### config.mk
export PLATFORM = sky130hd
export DESIGN_NAME = ocef_top
export DESIGN_NICKNAME = d
export VERILOG_FILES = /design/src/pkg/ocef_pkg.sv /design/src/rtl/ocef_pair_checker.sv /design/src/rtl/ocef_top.sv
export VERILOG_INCLUDE_DIRS = /design/src /design/src/pkg
export SDC_FILE = /design/constraint.sdc
export NUM_CORES = 1
export LEC_CHECK = 0
export ABC_AREA = 1
export BUFFER_PORTS_ARGS = -buffer_cell sky130_fd_sc_hd__buf_2
export CORE_MARGIN = 3
export CORE_UTILIZATION = 40
export CTS_CLUSTER_DIAMETER = 120
export DETAILED_ROUTE_END_ITERATION = 10
export PLACE_DENSITY = 0.74
export SLEW_MARGIN = 20
export SYNTH_ARGS = -nofsm -noshare
export SYNTH_HDL_FRONTEND = slang
export SYNTH_SLANG_ARGS = --single-unit
### constraint.sdc
create_clock -name pclk -period 2 [get_ports pclk]
set_clock_uncertainty 0.05 [all_clocks]
set_input_delay 0.3 -clock pclk [delete_from_list [all_inputs] [get_ports pclk]]
set_output_delay 0.3 -clock pclk [all_outputs]
set_load 0.05 [all_outputs]
### src/pkg/ocef_consts.svh
// Purpose: Constants for the output compare error flag block
// Assumes: APB with 32-bit data, one aligned word per register
// Notes: Offsets are byte addresses
`ifndef OCEF_CONSTS_SVH
`define OCEF_CONSTS_SVH

// ----------------------------------------------------------------
// Register map
// ----------------------------------------------------------------
`define OCEF_OFF_FLAGS 12'h000
`define OCEF_OFF_IRQ_EN 12'h004
`define OCEF_OFF_FORCE 12'h008
`define OCEF_ADDR_W 12

// ----------------------------------------------------------------
// Field layout
// ----------------------------------------------------------------
`define OCEF_NCHK 12
`define OCEF_EXT_TOP 31
`define OCEF_BAS_TOP 19
`define OCEF_FIELD_LO 8
`define OCEF_RESV_MASK 32'hFFFF_FF00
`define OCEF_RESET_VAL 32'h0000_0000
`define OCEF_ZERO_WORD 32'h0000_0000
`define OCEF_ZERO_ADDR 12'h000

`endif

### src/pkg/ocef_pkg.sv
// Purpose: Types for the output compare error flag block
// Assumes: Constants come from ocef_consts.svh
// Notes: Packed state of the top module
`include "ocef_consts.svh"
package ocef_pkg;
  typedef enum logic [1:0] {
    OCEF_IDLE = 2'b00,
    OCEF_ACCESS = 2'b01
  } ocef_phase_t;

  typedef struct packed {
    ocef_phase_t phase;
    logic [31:0] flags;
    logic [31:0] irq_en;
    logic [31:0] prdata;
    logic pready;
    logic pslverr;
    logic normal_interrupt_line;
    logic checker_error_output;
  } ocef_state_t;
endpackage

### src/rtl/ocef_pair_checker.sv
// Purpose: Bitwise pair checkers for one timer group
// Assumes: Timer output bits already synchronised to pclk
// Notes: Checker n compares bits 2n and 2n+1, gated by its enable
`timescale 1ns/1ps
`default_nettype none
`include "ocef_consts.svh"
module ocef_pair_checker
  import ocef_pkg::*;
(
  input wire logic [2*`OCEF_NCHK-1:0] timer_bits,
  input wire logic [`OCEF_NCHK-1:0] check_enable,
  output logic [`OCEF_NCHK-1:0] mismatch
);
  // ----------------------------------------------------------------
  // Anti-valence per pair
  // ----------------------------------------------------------------
  genvar n;
  generate
    for (n = 0; n < `OCEF_NCHK; n = n + 1) begin : g_pair
      assign mismatch[n] = check_enable[n] &
                           (timer_bits[2*n] ^ timer_bits[2*n+1]);
    end
  endgenerate
endmodule
`default_nettype wire

### src/rtl/ocef_top.sv
// Purpose: Sticky comparator error flags with interrupt enables on APB
// Assumes: Timer outputs arrive from other timing and are synchronised
// Notes: Set wins over a simultaneous clear
//
// The implementer's own choices: the address map and the APB slave port.
`timescale 1ns/1ps
`default_nettype none
`include "ocef_consts.svh"
module ocef_top
  import ocef_pkg::*;
(
  input wire logic pclk,
  input wire logic presetn,
  input wire logic psel,
  input wire logic penable,
  input wire logic pwrite,
  input wire logic [`OCEF_ADDR_W-1:0] paddr,
  input wire logic [31:0] pwdata,
  input wire logic [3:0] pstrb,
  output logic [31:0] prdata,
  output logic pready,
  output logic pslverr,
  input wire logic [2*`OCEF_NCHK-1:0] extended_output_timers,
  input wire logic [2*`OCEF_NCHK-1:0] basic_output_timers,
  input wire logic [`OCEF_NCHK-1:0] extended_check_enable,
  input wire logic [`OCEF_NCHK-1:0] basic_check_enable,
  output logic normal_interrupt_line,
  output logic checker_error_output
);
  // ----------------------------------------------------------------
  // Input synchronisers
  // ----------------------------------------------------------------
  logic [2*`OCEF_NCHK-1:0] ext_meta_reg;
  logic [2*`OCEF_NCHK-1:0] ext_sync_reg;
  logic [2*`OCEF_NCHK-1:0] bas_meta_reg;
  logic [2*`OCEF_NCHK-1:0] bas_sync_reg;

  always_ff @(posedge pclk or negedge presetn) begin
    if (!presetn) begin
      ext_meta_reg <= '0;
      ext_sync_reg <= '0;
      bas_meta_reg <= '0;
      bas_sync_reg <= '0;
    end else begin
      ext_meta_reg <= extended_output_timers;
      ext_sync_reg <= ext_meta_reg;
      bas_meta_reg <= basic_output_timers;
      bas_sync_reg <= bas_meta_reg;
    end
  end

  // ----------------------------------------------------------------
  // Pair checkers
  // ----------------------------------------------------------------
  logic [`OCEF_NCHK-1:0] ext_mismatch;
  logic [`OCEF_NCHK-1:0] bas_mismatch;

  ocef_pair_checker u_ext (
    .timer_bits(ext_sync_reg),
    .check_enable(extended_check_enable),
    .mismatch(ext_mismatch)
  );

  ocef_pair_checker u_bas (
    .timer_bits(bas_sync_reg),
    .check_enable(basic_check_enable),
    .mismatch(bas_mismatch)
  );

  // ----------------------------------------------------------------
  // Map checkers onto register bits
  // ----------------------------------------------------------------
  logic [31:0] hw_set;
  genvar n;
  generate
    for (n = 0; n < 32; n = n + 1) begin : g_map
      if (n > `OCEF_BAS_TOP) begin : g_ext
        assign hw_set[n] = ext_mismatch[`OCEF_EXT_TOP-n];
      end else if (n >= `OCEF_FIELD_LO) begin : g_bas
        assign hw_set[n] = bas_mismatch[`OCEF_BAS_TOP-n];
      end else begin : g_resv
        assign hw_set[n] = 1'b0;
      end
    end
  endgenerate

  // ----------------------------------------------------------------
  // State
  // ----------------------------------------------------------------
  ocef_state_t state_reg;
  ocef_state_t state_next;
  logic [31:0] wmask;
  logic [31:0] wdata;
  logic wr_take;
  logic rd_take;
  logic [31:0] set_vec;
  logic [31:0] clr_vec;

  always_comb begin
    state_next = state_reg;
    wmask = {{8{pstrb[3]}}, {8{pstrb[2]}}, {8{pstrb[1]}}, {8{pstrb[0]}}};
    wdata = pwdata & wmask & `OCEF_RESV_MASK;
    wr_take = 1'b0;
    rd_take = 1'b0;
    set_vec = hw_set;
    clr_vec = `OCEF_ZERO_WORD;
    state_next.pready = 1'b0;
    state_next.pslverr = 1'b0;
    case (state_reg.phase)
      OCEF_IDLE: begin
        if (psel && !penable) begin
          state_next.phase = OCEF_ACCESS;
        end
      end
      OCEF_ACCESS: begin
        // Answer in the second access cycle
        if (psel && penable && !state_reg.pready) begin
          state_next.pready = 1'b1;
          wr_take = pwrite;
          rd_take = !pwrite;
          state_next.phase = OCEF_IDLE;
        end else if (!psel) begin
          state_next.phase = OCEF_IDLE;
        end
      end
      default: begin
        state_next.phase = OCEF_IDLE;
      end
    endcase
    if (wr_take) begin
      case (paddr)
        `OCEF_OFF_FLAGS: begin
          clr_vec = wdata;
        end
        `OCEF_OFF_IRQ_EN: begin
          state_next.irq_en = (state_reg.irq_en & ~wmask) | wdata;
        end
        `OCEF_OFF_FORCE: begin
          set_vec = set_vec | wdata;
        end
        default: begin
          state_next.pslverr = 1'b1;
        end
      endcase
    end
    state_next.flags = ((state_reg.flags & ~clr_vec) | set_vec)
                       & `OCEF_RESV_MASK;
    if (rd_take) begin
      // side-effect free read, low byte zero
      case (paddr)
        `OCEF_OFF_FLAGS: state_next.prdata = state_reg.flags;
        `OCEF_OFF_IRQ_EN: state_next.prdata = state_reg.irq_en;
        `OCEF_OFF_FORCE: state_next.prdata = `OCEF_ZERO_WORD;
        default: begin
          state_next.prdata = `OCEF_ZERO_WORD;
          state_next.pslverr = 1'b1;
        end
      endcase
    end
    state_next.normal_interrupt_line =
      |(state_next.flags & state_next.irq_en);
    state_next.checker_error_output = |state_next.flags;
  end

  always_ff @(posedge pclk or negedge presetn) begin
    if (!presetn) begin
      state_reg.phase <= OCEF_IDLE;
      state_reg.flags <= `OCEF_RESET_VAL;
      state_reg.irq_en <= `OCEF_RESET_VAL;
      state_reg.prdata <= `OCEF_ZERO_WORD;
      state_reg.pready <= 1'b0;
      state_reg.pslverr <= 1'b0;
      state_reg.normal_interrupt_line <= 1'b0;
      state_reg.checker_error_output <= 1'b0;
    end else begin
      state_reg <= state_next;
    end
  end

  // ----------------------------------------------------------------
  // Outputs
  // ----------------------------------------------------------------
  assign prdata = state_reg.prdata;
  assign pready = state_reg.pready;
  assign pslverr = state_reg.pslverr;
  assign normal_interrupt_line = state_reg.normal_interrupt_line;
  assign checker_error_output = state_reg.checker_error_output;
endmodule
`default_nettype wire

== Word level (Yosys, flattened, before mapping) ==
Cells that the tools add are included.

* Equal/unequal tests: 5
* Reductions and logical operators: 12
* Bitwise logic cells: 57
* Multiplexer cells: 21

{| class="wikitable"
|+ Operator list
! cell !! number
|-
| $mux W32 || 6
|-
| $and A32 B32 Y32 || 4
|-
| $or A32 B32 Y32 || 3
|-
| $not A32 Y32 || 2
|-
| $pmux W32 S2 || 1
|-
| $reduce_or A32 Y1 || 1
|-
| $and A1 B1 Y1 || 24
|-
| $reduce_or A24 Y1 || 1
|-
| $xor A1 B1 Y1 || 24
|-
| $eq A12 B3 Y1 const B || 1
|-
| $eq A12 B4 Y1 const B || 1
|-
| $logic_not A12 Y1 || 1
|-
| $mux W1 || 10
|-
| $mux W2 || 3
|-
| $pmux W2 S2 || 1
|-
| $logic_and A1 B1 Y1 || 3
|-
| $logic_not A1 Y1 || 3
|-
| $ne A3 B3 Y1 const B || 1
|-
| $reduce_or A3 Y1 || 1
|-
| $eq A2 B1 Y1 const B || 1
|-
| $logic_not A2 Y1 || 1
|-
| $ne A2 B2 Y1 const B || 1
|-
| $reduce_and A2 Y1 || 1
|}

* Input bits: 125
* Word-level logic and storage cells: 107
* Register bits after elaboration: 190
* Output and inout port bits: 36

== Depth between registers and ports, before layout ==
Gate-level depths: netlist (run 1).

* Depth after elaboration: 10
* Gate-level depth with buffers: 15
* Depth with buffers taken out: 13

== By module ==
A second synthesis (run 1) with hierarchy kept.

* Cells, all modules: 791
* Area, all modules: 7512.2 µm²

{| class="wikitable"
|+ By module, submodules not included
! module !! cells each !! seq. area each (µm²) !! instances !! area each (µm²)
|-
| ocef_top || 695 || 4729.5 || 1 || 7151.9
|-
| ocef_pair_checker || 48 || 0.0 || 2 || 180.2
|}

== Worst setup path before layout (run 1) ==
OpenSTA, ideal clock, no wires.

* Kind: reg-to-reg
* Start point: reg pready (netlist name)
* End point: reg prdata[10] (netlist name)
* Library setup time: 125 ps
* Data arrival time: 1789 ps
* Path buffers: 3
* Required time: 1825 ps
* Stages on the path, launching flop included: 9
* Clock period less this slack: 1963 ps
* Path slack: 37 ps
* Cells stage by stage: dfrtp_1 -> inv_1 -> nand2_1 -> nor2_2 -> buf_4 -> buf_6 -> nand2_1 -> buf_2 -> mux2_2

* Cells in the longest elaborated chain, start to end: 4

{| class="wikitable"
|+ RTL lines
! item !! RTL line !! source
|-
| $logic_not A1 Y1 || ocef_top.sv:117 || <nowiki>if (psel && penable && !state_reg.pready) begin</nowiki>
|-
| $logic_and A1 B1 Y1 || ocef_top.sv:117 ||
|-
| $mux W1 || ocef_top.sv:117 ||
|-
| $mux W1 || ocef_top.sv:109 || <nowiki>case (state_reg.phase)</nowiki>
|}

No other way between the ends.
A chain may end at the register's enable or synchronous reset.

==> flow_summary.ini, run 1 <==
[floorplan]
fp.dieW_um = 143.5
die_h_um = 143.5
die_area_um2 = 20600
pin_count = 161
rows = 49
start_util = 0.4141
core_um2 = 18270

[route]
firstDrtPassIters = 4
totalWireLength_um = 18040
top_layer_used = met5
ant_nets = 0
drt_iter0_drc = 334
drc = 0
routed-wl-met2_um = 8942
dr_wl_met3_um = 1174
drt-met1-wl_um = 7608
wire_per_inst_um = 15.32
routed_via_density = 4.853
vias = 5717

[place]
placed_cell_area_um2 = 8597
place.gp.congestion = 0.8992
numPortBuffers = 152
place_hpwl_um = 12140

[sta]
rsz0062_at_grt = true
hold_viol_final = 0
max_slew_margin = 0.6772
fmax_ghz = 0.5117
fin_crit_sh = 0.9771
whs_ps = 40.95
tightest_slew_ps = 484.2
period_needed_ps = 1954
drv_slew = 0
setup_viol = 0

[worst_setup_path]
rrSetupSlack_ps = 50
slowest_delay_ps = 370
slowest_stage = dfrtp_1
cp_max_fo = 8
required_ps = 2260
cp_num_buf_inv = 3
cpMostUsedCell = nand2_1
crit_path_end_kind = flop
crit-reg2reg-launch = state_reg[100]
worstPathCellList = nand2_2 > nor2_4 > buf_12 > nand3_2 > buf_6 > clkinvlp_4 > nand3_2 > nand2_1 > nand2_1 > nand2_1 > nor2_2 > nand2_1 > nor2_1 > nand2_1
r2r.worst_path.cells = 14
start_kind = flop
crit_start = state_reg[100]
path_class = reg -> reg
cp.depth = 14
timing.rr.end = normal_interrupt_line
cp_top_family = simple AND/OR/NAND/NOR gates
cp.arrival_ps = 2220

[synthesis]
ys_warn_count = 0
synth_top_area_frac = 0.6252
synth_seq_cells = 189
synth_area_leaders = dfrtp_1, nand2_1, nand3_1, mux2_2, buf_4
mappedNetlistNets = 860
synthCells = 735
ys_seq_area_frac = 0.6252
synth_area_um2 = 7565
synth_largest_area_cell = dfrtp_1
synth_cell_types = 30
syn_avg_cell_area_um2 = 10.29

[min_path]
hold_class = in -> reg
whs_path_depth = 2
min-delay-start = penable
hold_end = state_reg[100]

[job]
maxCapViolCount = 0

[status]
status = completed

[clock_tree]
root_buffer = clkbuf_16
cts_max_level = 4
cts.sinks = 189
cts_tree = yes
insertion_delay_ps = 420
cts_buffers = 17
cts_buffer_depth = 2
cts.clk_slew.worst_paths_ps = 70

[finish]
multiInputGateArea_um2 = 2346
drive_gt1_frac = 0.2992
final_nets = 1059
largest_reg_flops = 57
fillers = 1560
seq_area_um2 = 4730
synthToLayoutAreaGrowth_pct = 29.67
post-route-util = 0.5369
fin_area_um2 = 9809

[grt]
first_global_vias = 5847
grt_max_degree = 59
grt_overflow_total = 0
grt_pass1_wl_um = 28920
globalRouteTotalUtil = 0.1831
antenna_found_initial = 4

[power]
p_leak_nw = 4.676
power_density_nw_per_um2 = 782.0
p_total_mw = 7.671
vdd_drop_max_v = 0.0005150
## worst reg2reg max path: stages (launching register included)
cell and delay [ps]:
dfrtp_1 370, nand2_2 90, nor2_4 50, buf_12 140, nand3_2 80, buf_6 140, clkinvlp_4 200, nand3_2 130
nand2_1 70, nand2_1 60, nand2_1 70, nor2_2 140, nand2_1 80, nor2_1 100, nand2_1 60
## report_power, final
part | total (mW) | switching [mW] | leakage (nW) | internal, mW
sequential | 3.96 | 0.0348 | 2.20 | 3.92
combinational | 0.454 | 0.230 | 2.20 | 0.224
clock | 3.26 | 1.47 | 0.278 | 1.80
total | 7.67 | 1.73 | 4.68 | 5.94
## cell usage in the layout, fill, tap and decap left out, types with 19 or more instances in the layout
| cell | count |
|---|---|
| o21ai_0 | 47 |
| dlygate4sd3_1 | 49 |
| nand2_1 | 123 |
| inv_1 | 42 |
| dfrtp_1 | 189 |
| o21ai_1 | 35 |
| buf_2 | 151 |
| buf_4 | 23 |
| mux2_2 | 24 |
| nand3_1 | 50 |
| a21oi_1 | 19 |
| nor2_1 | 68 |
## metrics by stage
| step | cells | setup TNS [ps] | setup WS [ps] |
|---|---|---|---|
| 6_report | 1178 | 0 | 45.88 |
| 5_1_grt | 1176 | -187.9 | -107.4 |
| 4_1_cts | 1171 | 0 | 3.384 |
| 3_5_place_dp | 1088 | -117.0 | -71.88 |
| 3_3_place_gp | 1088 | -75.43 | -41.14 |
| 2_1_floorplan | 735 | 0 | 36.51 |
## repair_timing
item | in CTS | in global routing
setup buffers | 3 | 3
setup endpoints to repair | 2 | 2
endpoints found under the hold margin | 101 | 0
cloned | 0 | 1
pin swaps | 4 | 19
gates resized for setup | 7 | 22
hold buffers | 49 | 0
## Yosys cell counts, drive strengths merged
cell,number
a21oi,19
and2,1
buf,50
clkbuf,10
dfrtp,189
inv,46
mux2,24
nand2,132
nand3,56
nand3b,12
nand4,9
nor2,74
nor3b,1
o21a,7
o21ai,88
o22ai,2
o31ai,8
or2,6
or3,1
## kinds of logic (layout without fill, tap and decap cells)
kind of cell,count (synthesis),in the layout,share of synthesized area
AO/OA/AOI/OAI,124,124,0.08733
buffers and inverters,106,316,0.07625
flip-flops,189,189,0.6252
multiplexers,24,24,0.03573
other,0,3,0
AND/OR/NAND/NOR,292,293,0.1755
## routing by layer
metal	track usage	vias up
li1	-	2802
met1	0.2335	2688
met2	0.3047	198
met3	0.04426	23
met4	0.06888	6
met5	0	-
## worst max path at each step
| stage | endpoint | slack (ps) |
|---|---|---|
| global placement | normal_interrupt_line | -40 |
| finish | normal_interrupt_line | 50 |
| global route | normal_interrupt_line | -110 |
| floorplan | prdata[10] | 40 |
| CTS | normal_interrupt_line | 3 |
| detailed placement | normal_interrupt_line | -70 |
## cell type report
| type | instances | share of cell area |
|---|---|---|
| Timing Repair Buffer | 239 | 0.1731 |
| Antenna cell | 3 | 0.0007653 |
| Clock inverter | 11 | 0.01110 |
| Clock buffer | 20 | 0.04656 |
| Multi-Input combinational cell | 441 | 0.2392 |
| Sequential cell | 189 | 0.4821 |
| Inverter | 46 | 0.01798 |
| Tap cell | 229 | 0.02921 |
Power figures use the tool's default switching activity.
==> run 2, diff against run 1 <==
Settings changed: SYNTH_HIERARCHICAL set to 1.
==> run 2 against run 1 <==
  * The run now ends with setup timing left
  * Clock power is 5% higher
  * First-iteration DRC count is 6.9% higher
  * Utilization is 0.74 points higher
==> flow_summary.ini, run 2 <==
[worst_setup_path]
cp_num_buf_inv = 4
timing.rr.end = checker_error_output
slowest_delay_ps = 410
cp.arrival_ps = 2260
crit_start = pready
cpMostUsedCell = buf_6
cp_max_fo = 5
required_ps = 2250
start_kind = flop
crit_path_end_kind = flop
worstPathCellList = inv_2 > nand2_4 > nor3_4 > buf_6 > buf_6 > nand2_2 > o21ai_2 > nand3_2 > buf_6 > nor2_1 > nand2_1 > nor2_2 > nand3_2
path_class = reg -> reg
rrSetupSlack_ps = -4
slowest_stage = dfrtp_2
crit-reg2reg-launch = pready
cp_top_family = simple AND/OR/NAND/NOR gates
r2r.worst_path.cells = 13

[status]
violations = setup timing
status = complete, but fails checks

[place]
place_ws_ps = -79.56
dp.cells = 1158
place.gp.congestion = 0.8278
place_hpwl_um = 12890
placed_cell_area_um2 = 8632
numPortBuffers = 152

[finish]
stdcell_count = 1250
layout_common_cells = nand2_1, dfrtp_1, buf_2, nor2_1, inv_1
post-route-util = 0.5443
synthToLayoutAreaGrowth_pct = 31.93
final_common_cell = nand2_1
drive_gt1_frac = 0.2748
fin_area_um2 = 9911
largest_reg_flops = 57
final_nets = 1131

[min_path]
hold_end = state_reg[100]
hold_class = in -> reg
whs_path_depth = 2
min-delay-start = penable

[grt]
antenna_found_initial = 3
grt_max_degree = 60
grt_overflow_total = 0
globalRouteTotalUtil = 0.1892
grt_pass1_wl_um = 29690
first_global_vias = 5829

[power]
power_density_nw_per_um2 = 847.8
p_leak_nw = 4.938
vdd_drop_max_v = 0.0006625

[floorplan]
core_um2 = 18210
fp.dieW_um = 143.0
pin_count = 161
start_util = 0.4126
rows = 49
die_area_um2 = 20460
die_h_um = 143.0

[sta]
max_slew_margin = 0.6372
drv_slew = 0
rsz0062_at_grt = true
period_needed_ps = 2004
tightest_slew_ps = 544.2
fin_crit_sh = 1.002
setup_viol = 1
whs_ps = 54.48
fmax_ghz = 0.4989
setup_slack_ps = -4.497
hold_viol_final = 0

[synthesis]
synth.most_common_cell = nand2_1
synth_area_um2 = 7512
synthCells = 791
synth_ff_type = dfrtp_1
synth_area_leaders = dfrtp_1, nand2_1, nor2_1, inv_1, buf_4
ys_warn_count = 6
synth_cell_types = 30
synth_compound_area_frac = 0.06979
synth_commonest_cells = nand2_1, dfrtp_1, nor2_1
synth_mux_area_frac = 0
synth-xor-area-share = 0
synthSimpleGateAreaFrac = 0.2110
mappedNetlistNets = 916
syn_avg_cell_area_um2 = 9.497
synth_largest_area_cell = dfrtp_1
async_reset_ff_frac = 1.000
synth_top_family_by_area = simple AND/OR/NAND/NOR gates
yosys.area_share.adder = 0
synth-edff-count = 0
synth_top_area_frac = 0.6296
ys_seq_area_frac = 0.6296
synth_seq_cells = 189

[clock_tree]
cts_max_level = 4
insertion_delay_ps = 440
cts.clk_slew.worst_paths_ps = 70
cts.sinks = 189
root_buffer = clkbuf_16
cts_buffers = 17
cts_tree = yes
cts_buffer_depth = 2

[route]
vias = 5944
drt_iter0_drc = 357
totalWireLength_um = 19050
wire_per_inst_um = 15.24
routed_via_density = 4.755
firstDrtPassIters = 7
ant_nets = 0
drc = 0

[job]
maxCapViolCount = 0
-- run 2: power breakdown --
part / switching, mW / internal, mW
logic: 0.613 / 0.310
clock network: 1.50 / 1.90
registers: 0.0748 / 4.00
-- run 2: stage by stage --
stage | total power [mW] | TNS, ps
floorplan | 4.715 | 0
global placement | 4.968 | -87.90
detailed placement | 4.990 | -124.6
CTS | 8.481 | 0
global route | 8.759 | -197.8
finish | 8.402 | -4.497
-- run 2: worst max path at each step --
stage,to,slack (ps),depth (start not counted)
finish,checker_error_output,-4,13
global route,normal_interrupt_line,-100,14
CTS,normal_interrupt_line,2,13
detailed placement,normal_interrupt_line,-80,15
global placement,normal_interrupt_line,-60,15
floorplan,normal_interrupt_line,60,14
-- run 2: cell families after synthesis --
| logic type | Yosys count |
|---|---|
| compound gates | 84 |
| flops | 189 |
| buf+inv | 139 |
| simple gates | 379 |
-- run 2: layer usage --
metal  track usage  share of wire
met5             0         0.0014
met4       0.06653          0.022
met3       0.05928          0.072
met2        0.2975           0.48
met1        0.2490           0.43
-- run 2: what timing repair did --
item,CTS,global route
hold buffers,49,0
endpoints found under the setup margin,2,2
endpoints found under the hold margin,101,0
pin swaps,6,16
gates cloned,1,0
resized for setup,16,25
setup buffers,3,5
-- run 2: area by class of cell --
type                            count  area, µm²
Tap cell                          229      286.5
Fill cell                        1563       8298
Sequential cell                   189       4731
Multi-Input combinational cell    463       2211
Clock buffer                       18      439.2
Clock inverter                     14      155.1
Timing Repair Buffer              251       1768
Antenna cell                        2      5.005
Inverter                           84      315.3
